$ cat config.mk
export PLATFORM = sky130hd
export DESIGN_NAME = nv_store_recall_sequencer
export DESIGN_NICKNAME = d
export VERILOG_FILES = /design/src/common/nv_seq_pkg.sv /design/src/nv_store_recall_sequencer.sv
export SDC_FILE = /design/constraint.sdc
export NUM_CORES = 1
export LEC_CHECK = 0
export BUFFER_PORTS_ARGS = -buffer_cell sky130_fd_sc_hd__buf_2
export CAP_MARGIN = 40
export CORE_MARGIN = 2
export CORE_UTILIZATION = 55
export CTS_CLUSTER_DIAMETER = 60
export CTS_CLUSTER_SIZE = 28
export DETAILED_ROUTE_END_ITERATION = 8
export HOLD_SLACK_MARGIN = 0.12
export PLACE_DENSITY = 0.74
export RECOVER_POWER = 50
export SLEW_MARGIN = 10
export SYNTH_ARGS = -nofsm -noshare
export SYNTH_HDL_FRONTEND = slang
export SYNTH_SLANG_ARGS = --single-unit
$ cat constraint.sdc
create_clock -name clk -period 8.9 [get_ports clk]
set_input_delay 1.78 -clock clk [delete_from_list [all_inputs] [get_ports clk]]
set_output_delay 1.78 -clock clk [all_outputs]
set_load 0.01 [all_outputs]
$ cat src/common/nv_seq_pkg.sv
// shared constants and types of the store/recall sequencer
// assumes a single 50 MHz clock; all times are printed figures in ns
package nv_seq_pkg;
  localparam int unsigned CLK_PERIOD_NS        = 20;
  localparam int unsigned T_FA_LOW_NS          = 40_000_000;
  localparam int unsigned T_FA_NS              = 20_000_000;
  localparam int unsigned T_STORE_NS           = 8_000_000;
  localparam int unsigned T_DELAY_NS           = 25;
  localparam int unsigned T_RESUME_NS          = 5_000;
  localparam int unsigned T_HIGH_ACTIVE_NS     = 500;
  localparam int unsigned T_WAKE_LOW_NS        = 40_000_000;
  localparam int unsigned T_WAKE_NS            = 20_000_000;
  localparam int unsigned T_SLEEP_NS           = 8_000_000;
  localparam int unsigned T_STANDBY_NS         = 100_000;
  localparam int unsigned T_RECALL_NS          = 600_000;
  localparam int unsigned T_SOFT_SEQ_NS        = 500_000;
  localparam int unsigned HW_SAVE_PULSE_MIN_NS = 15;

  // longest times round down, never below one cycle
  function automatic int unsigned max_cycles(input int unsigned ns);
    int unsigned c;
    c = ns / CLK_PERIOD_NS;
    return (c == 0) ? 1 : c;
  endfunction : max_cycles

  typedef enum logic [3:0] {
    ST_OFF     = 4'h0,
    ST_PUREC   = 4'h1,
    ST_IDLE    = 4'h3,
    ST_HOLD    = 4'h2,
    ST_STORE   = 4'h6,
    ST_HIGHDRV = 4'h4,
    ST_RECALL  = 4'hC,
    ST_SLPENT  = 4'hD,
    ST_SLEEP   = 4'hF,
    ST_WAKE    = 4'hE
  } state_t;

  typedef enum logic [1:0] {
    OP_STORE  = 2'h0,
    OP_RECALL = 2'h1,
    OP_SLEEP  = 2'h2
  } cmd_op_t;

  typedef struct packed {
    logic    valid;
    cmd_op_t op;
  } cmd_t;

  typedef struct packed {
    logic req;
    logic write;
  } mem_req_t;

  typedef struct packed {
    logic busy;
    logic storing;
    logic recalling;
    logic sleeping;
    logic standby;
    logic ioLock;
  } status_t;
endpackage : nv_seq_pkg

$ cat src/nv_store_recall_sequencer.sv
// sequencer for saving the array to nonvolatile cells and restoring it
// assumes the command decoder and array share clk; vccOk, csN and the
// save pin arrive asynchronously and are synchronised here
`timescale 1ns/1ps

// What this block does
// (RQ1) skip automatic or pin save when clean
// (RQ2) finish in-progress write 25 ns, then block
// (RQ3) ignore accesses during save, restore, low supply
// (RQ4) power-up restore within 40/20 ms
// (RQ5) act on soft command within 500 us
// (RQ6) lock serial I/O during command save/restore
// (RQ7) host holds save pin low 15 ns
// (RQ8) array disabled while save pin low
// (RQ9) no pin drive unless write latch set
// (RQ10) resume access within 5 us of release
// (RQ11) active high drive lasts at most 500 ns
// (RQ12) enter sleep within 8 ms
// (RQ13) wake from sleep within 40/20 ms
// (RQ14) enter standby within 100 us of deselect
// (RQ15) timer-counted durations, busy shown, busy requests rejected
module nv_store_recall_sequencer
  import nv_seq_pkg::*;
#(
  parameter bit          LOW_VOLT_PART = 1'b0,
  parameter int unsigned TW            = 22,
  parameter int unsigned FA_CYC        = max_cycles(LOW_VOLT_PART ? T_FA_LOW_NS : T_FA_NS),
  parameter int unsigned STORE_CYC     = max_cycles(T_STORE_NS),
  parameter int unsigned RECALL_CYC    = max_cycles(T_RECALL_NS),
  parameter int unsigned SLEEP_CYC     = max_cycles(T_SLEEP_NS),
  parameter int unsigned WAKE_CYC      = max_cycles(LOW_VOLT_PART ? T_WAKE_LOW_NS : T_WAKE_NS),
  parameter int unsigned STANDBY_CYC   = max_cycles(T_STANDBY_NS)
) (
  input  wire logic               clk,         // 50 MHz clock
  input  wire logic               reset_n,     // async reset, active low
  input  wire logic               clkEn,       // freezes all state when low
  input  wire logic               vccOk,       // supply above trigger level (async)
  input  wire logic               csN,         // serial chip select, active low (async)
  input  wire logic               hwSavePinIn, // hw_save_pin_n pad level (async)
  output logic                    hwSavePinOut,// hw_save_pin_n drive value
  output logic                    hwSavePinOe, // hw_save_pin_n drive enable
  input  wire nv_seq_pkg::cmd_t   cmd,         // soft-sequence command
  output logic                    cmdReject,   // command refused while busy
  input  wire nv_seq_pkg::mem_req_t memReq,    // array access request
  output logic                    memGrant,    // access taken this cycle
  output logic                    arrayEn,     // array enabled
  output nv_seq_pkg::status_t     status       // sequencer status
);
  import nv_seq_pkg::*;

  localparam int unsigned DELAY_CYC  = max_cycles(T_DELAY_NS);
  localparam int unsigned HIGH_CYC   = max_cycles(T_HIGH_ACTIVE_NS);
  localparam int unsigned RESUME_CYC = max_cycles(T_RESUME_NS);
  localparam int unsigned SS_CYC     = max_cycles(T_SOFT_SEQ_NS);

  if (FA_CYC >= (1 << TW) || WAKE_CYC >= (1 << TW) || STORE_CYC >= (1 << TW) ||
      STANDBY_CYC >= (1 << TW) || FA_CYC == 0 || STORE_CYC == 0) begin : g_chk
    $error("timer width too small for the configured durations");
  end

  // two-flop synchronisers; only the second stage is read
  logic [2:0] syncA_q, syncA_d, syncB_q, syncB_d;
  logic       vccOkS, csHighS, pinLowS;

  always_comb begin
    syncA_d = {vccOk, csN, ~hwSavePinIn};
    syncB_d = syncA_q;
  end

  always_ff @(posedge clk or negedge reset_n) begin
    if (!reset_n) begin
      syncA_q <= 3'h2;
      syncB_q <= 3'h2;
    end else if (clkEn) begin
      syncA_q <= syncA_d;
      syncB_q <= syncB_d;
    end
  end

  assign {vccOkS, csHighS, pinLowS} = syncB_q;

  state_t        state_q, state_d;
  logic [TW-1:0] timer_q, timer_d, loadVal, highCnt_q, highCnt_d;
  logic          dirty_q, dirty_d, drive_q, drive_d, byCmd_q, byCmd_d;
  logic          pinPrev_q, pinPrev_d, standby_q, standby_d;
  logic          tDone, idleOpen, pinFall;

  assign tDone    = (timer_q == '0);
  assign pinFall  = pinLowS && !pinPrev_q;
  assign idleOpen = (state_q == ST_IDLE) && vccOkS && !pinLowS;
  // the hold window still grants any write request while the pin is high, reads are not taken
  assign memGrant = memReq.req && clkEn &&
                    (idleOpen || (state_q == ST_HOLD && memReq.write && !pinLowS)); // RQ2 RQ3 RQ8
  assign cmdReject = cmd.valid && clkEn && !idleOpen; // RQ15

  always_comb begin
    state_d = state_q;
    loadVal = '0;
    drive_d = drive_q;
    byCmd_d = byCmd_q;
    dirty_d = dirty_q;
    case (state_q)
      ST_OFF: begin
        if (vccOkS) begin
          state_d = ST_PUREC;
          loadVal = TW'(FA_CYC - 1); // RQ4
        end
      end
      ST_PUREC: begin
        if (!vccOkS) state_d = ST_OFF;
        else if (tDone) begin
          state_d = ST_IDLE;
          dirty_d = 1'b0;
        end
      end
      ST_IDLE: begin
        if (!vccOkS || pinFall) begin
          // a clean array needs no save at all
          if (dirty_q) begin // RQ1
            state_d = ST_HOLD;
            loadVal = TW'(DELAY_CYC - 1); // RQ2
            byCmd_d = 1'b0;
          end else if (!vccOkS) begin
            state_d = ST_OFF;
          end
        end else if (cmd.valid) begin // RQ5
          byCmd_d = 1'b1;
          case (cmd.op)
            OP_STORE: begin
              state_d = ST_STORE;
              loadVal = TW'(STORE_CYC - 1);
              drive_d = dirty_q; // RQ9
            end
            OP_RECALL: begin
              state_d = ST_RECALL;
              loadVal = TW'(RECALL_CYC - 1);
            end
            OP_SLEEP: begin
              state_d = ST_SLPENT;
              loadVal = TW'(SLEEP_CYC - 1); // RQ12
            end
            default: state_d = ST_IDLE;
          endcase
        end
      end
      ST_HOLD: begin
        if (tDone) begin
          state_d = ST_STORE;
          loadVal = TW'(STORE_CYC - 1);
          drive_d = 1'b1; // RQ9
        end
      end
      ST_STORE: begin
        if (tDone) begin // RQ15
          dirty_d = 1'b0;
          if (drive_q) begin
            state_d = ST_HIGHDRV;
            loadVal = TW'(HIGH_CYC - 1); // RQ11
          end else begin
            state_d = vccOkS ? ST_IDLE : ST_OFF;
          end
        end
      end
      ST_HIGHDRV: begin
        if (tDone) begin
          drive_d = 1'b0;
          state_d = vccOkS ? ST_IDLE : ST_OFF; // RQ10
        end
      end
      ST_RECALL: begin
        if (!vccOkS) state_d = ST_OFF;
        else if (tDone) begin
          state_d = ST_IDLE;
          dirty_d = 1'b0;
        end
      end
      ST_SLPENT: begin
        if (tDone) state_d = ST_SLEEP; // RQ12
      end
      ST_SLEEP: begin
        if (!vccOkS) state_d = ST_OFF;
        else if (!csHighS) begin
          state_d = ST_WAKE;
          loadVal = TW'(WAKE_CYC - 1); // RQ13
        end
      end
      ST_WAKE: begin
        if (tDone) state_d = ST_IDLE; // RQ13
      end
      default: state_d = ST_OFF;
    endcase
    // a write taken in this same cycle still marks the array dirty
    if (memGrant && memReq.write) dirty_d = 1'b1;
    timer_d   = (state_d != state_q) ? loadVal : (tDone ? timer_q : timer_q - 1'b1);
    pinPrev_d = pinLowS;
    standby_d = csHighS && (state_q == ST_IDLE); // RQ14
    highCnt_d = (hwSavePinOe && hwSavePinOut) ? highCnt_q + 1'b1 : '0;
  end

  always_ff @(posedge clk or negedge reset_n) begin
    if (!reset_n) begin
      state_q   <= ST_OFF;
      timer_q   <= '0;
      dirty_q   <= 1'b0;
      drive_q   <= 1'b0;
      byCmd_q   <= 1'b0;
      pinPrev_q <= 1'b0;
      standby_q <= 1'b0;
      highCnt_q <= '0;
    end else if (clkEn) begin
      state_q   <= state_d;
      timer_q   <= timer_d;
      dirty_q   <= dirty_d;
      drive_q   <= drive_d;
      byCmd_q   <= byCmd_d;
      pinPrev_q <= pinPrev_d;
      standby_q <= standby_d;
      highCnt_q <= highCnt_d;
    end
  end

  // low while storing, then a short active high before release
  assign hwSavePinOe  = drive_q && (state_q == ST_STORE || state_q == ST_HIGHDRV); // RQ9 RQ11
  assign hwSavePinOut = (state_q == ST_HIGHDRV);
  assign arrayEn      = (state_q == ST_IDLE || state_q == ST_HOLD) && !pinLowS; // RQ8

  always_comb begin
    status.busy      = (state_q != ST_IDLE); // RQ15
    status.storing   = (state_q == ST_STORE);
    status.recalling = (state_q == ST_RECALL || state_q == ST_PUREC);
    status.sleeping  = (state_q == ST_SLEEP);
    status.standby   = standby_q;
    status.ioLock    = byCmd_q && (state_q == ST_STORE || state_q == ST_RECALL); // RQ6
  end
endmodule : nv_store_recall_sequencer

==> qor.txt <==
Die X: 75.3 um
VDD IR-drop max: 0.134 mV
dpl cell area: 2890 um^2
H-tree Lvls: 2
number of fillers in the final layout: 459
clk slew on worst S/H paths: 0.07 ns
Post-synth EDFFs: 0
Lkg Pwr: 1.22 nW
CTS root buf: clkbuf_8
met3 WL: 439 um
Distinct cells, synth: 65
FP Rows: 25
area occupied by multi-input gates: 1700 um^2
worst hold path class: flip-flop to flip-flop
DP Wirelength: 5260 um
grt ovf: 0
DIE HEIGHT: 75.3 um
Worst Path Max Fanout: 36
starting density of the core: 58.0%
Buffers on Ports: 21
final WL: 7610 um
routed vias/inst: 6.67
Core Util, Final: 61.8%
Sink Count: 37
PwrDens: 224 nW/um^2
met2 wire len: 3650 um
Post-CTS Setup Bufs: 0
vias: 2781
Crit. End Element: output port
die area: 5670 um^2
total power draw: 667 uW
fmax: 0.167 GHz
Avg WL per Cell: 18.2 um
DRT antenna net count: 0
CTS buffer count: 5
Area Growth Syn to Fin: 6.63%
Worst EP arrival: 4.21 ns
all-layer global routing usage: 28.4%
Syn Std Cell Area: 2790 um^2
syn_area_per_cell: 8.22 um^2
initial antenna violation count: 0
# nets final: 365
total inserted antenna cells: 0
Setup TNS: 0 ns
CTS tree: built
Seq/Total Area, Yosys: 33.2%
pin count of the biggest net entering global routing: 38
Worst Tran Pin Value: 1.57 ns
GPL Wtd Cong: 0.932
Hold Worst Slack: 0.487 ns
Synth async-reset ratio: 100%
Synth Instances: 340
latest clock arrival within the worst-skew pair: 0.29 ns
Max-Cap Viols: 1
Worst Skew: 0.00686 ns
Tcrit/Tclk final: 67.3%
M1 wire length: 3400 um
fin area: 2980 um^2
Register Area: 928 um^2
largest buffer count on any clock path: 2
TritonRoute pass-1 iters: 5
# hold bufs at CTS: 0
fraction of layout cells with a size suffix above 1: 12.6%
Setup violations, final: 0
largest area contributor in the netlist: dfrtp_1
reg2reg start: timer_q[0]$_DFFE_PN0P_
post-cts resize count: 0
Max Used Layer: met4
Req. time, crit path: 7.12 ns
Pins Over Slew Limit: 37
Synth top area share: 31.3%
worst setup path startpoint: clkEn
DRC Markers: 0
Synth area leaders: dfrtp_1 31%, o21ai_0 6.1%, nand2_1 3.8%
Tmin final: 5.99 ns
vias in the first global route: 2644
first-pass GRT wire length: 12400 um
Synth Net Count: 356
RSZ-0062 raised after global routing: false
final hold violation count: 0
count leader, synth: dfrtp_1
Max-slew headroom: -5.00%
failing checks: capacitance limit, slew limit
status: finished with violations
crit start category: primary input
num ports: 22
#FFs+latches synth: 37
1st-iter DRT viols: 276
core area: 4820 um^2
yosys warns: 0
HP Start: standby_q$_DFFE_PN0P_
commonest cells in the netlist: 35 x dfrtp_1, 34 x o21ai_0, 28 x nand2_1
ys flop type: dfrtp_1
CP Class: primary input to output port
-- state kept, by name, indices dropped and copies added (netlist names) --
register / count
byCmd_q: 1
syncA_q: 3
timer_q: 22
state_q: 4
drive_q: 1
standby_q: 1
pinPrev_q: 1
syncB_q: 3
dirty_q: 1
-- kinds of logic after synthesis --
| kind of cell | after synthesis | share of synthesized area (%) |
|---|---|---|
| AND/OR/NAND/NOR | 139 | 27.0 |
| adder cells (fa/ha/maj) | 5 | 2.24 |
| multiplexers | 11 | 4.39 |
| buffers and inverters | 39 | 6.09 |
| XOR/XNOR | 1 | 0.314 |
| AO/OA/AOI/OAI | 108 | 26.7 |
| flip-flops | 37 | 33.2 |
-- metal layers --
layer	vias up	track usage (%)
met5	-	0
met4	0	10.3
met3	14	4.55
met2	123	46.3
met1	1350	38.4
li1	1294	-
-- power breakdown --
group	switching, mW	leakage (nW)	internal [mW]	total, mW
Sequential	0.0703	0.469	0.210	0.280
Combinational	0.150	0.709	0.115	0.266
Clock	0.0580	0.0455	0.0632	0.121
Total	0.278	1.22	0.389	0.667
-- critical path, cell delays in order --
cell and delay, ns:
clkbuf_1 1.11, inv_1 0.68, a311oi_1 0.44, buf_2 0.18
-- placed cells by master (no fill, tap or decap), types with 4 or more instances in the layout --
master     Yosys  routed
dfrtp_1       35      35
nor2_1        27      27
a21oi_1       17      17
clkbuf_1      14       5
mux2_2         6       6
and2_1         4       4
clkbuf_8       0       6
nor4_1        12      12
nor3_1        20      20
inv_1         17      17
o21ai_0       34      34
nand2_1       28      28
mux2i_1        4       4
o21a_1         4       4
nand4_1        4       4
o211ai_1       5       5
ha_1           5       5
nand3_1        5       5
nor2b_1        9       9
a31oi_1        4       4
buf_2          4      19
o2bb2ai_1      4       4
a22o_1         9       9
a311oi_1       4       4
-- cell type report --
| type | instances | share of cell area (%) |
|---|---|---|
| Sequential cell | 37 | 31.2 |
| Multi-Input combinational cell | 264 | 56.9 |
| Tap cell | 67 | 2.81 |
| Clock buffer | 8 | 3.02 |
| Inverter | 17 | 2.14 |
| Timing Repair Buffer | 24 | 3.95 |
-- final timing paths --
kind	slack, ns	depth (start not counted)	endpoint
worst max register to register	4.87	10	timer_q[4]$_DFFE_PN0P_
worst min-delay path	0.49	1	standby_q$_DFFE_PN0P_
min in group asynchronous	1.51	1	dirty_q$_DFFE_PN0P_
worst min register to register	0.49	1	standby_q$_DFFE_PN0P_
worst max-delay path	2.91	4	cmdReject
max in group asynchronous	5.64	2	timer_q[21]$_DFFE_PN0P_
-- per-stage QoR --
step / setup slack, ns / cells
4_1_cts: 3.84 / 416
6_report: 2.91 / 417
3_5_place_dp: 3.84 / 408
3_3_place_gp: 3.88 / 407
2_1_floorplan: 4.43 / 340
5_1_grt: 2.73 / 417
No activity file was read; power rests on OpenSTA's default activity.
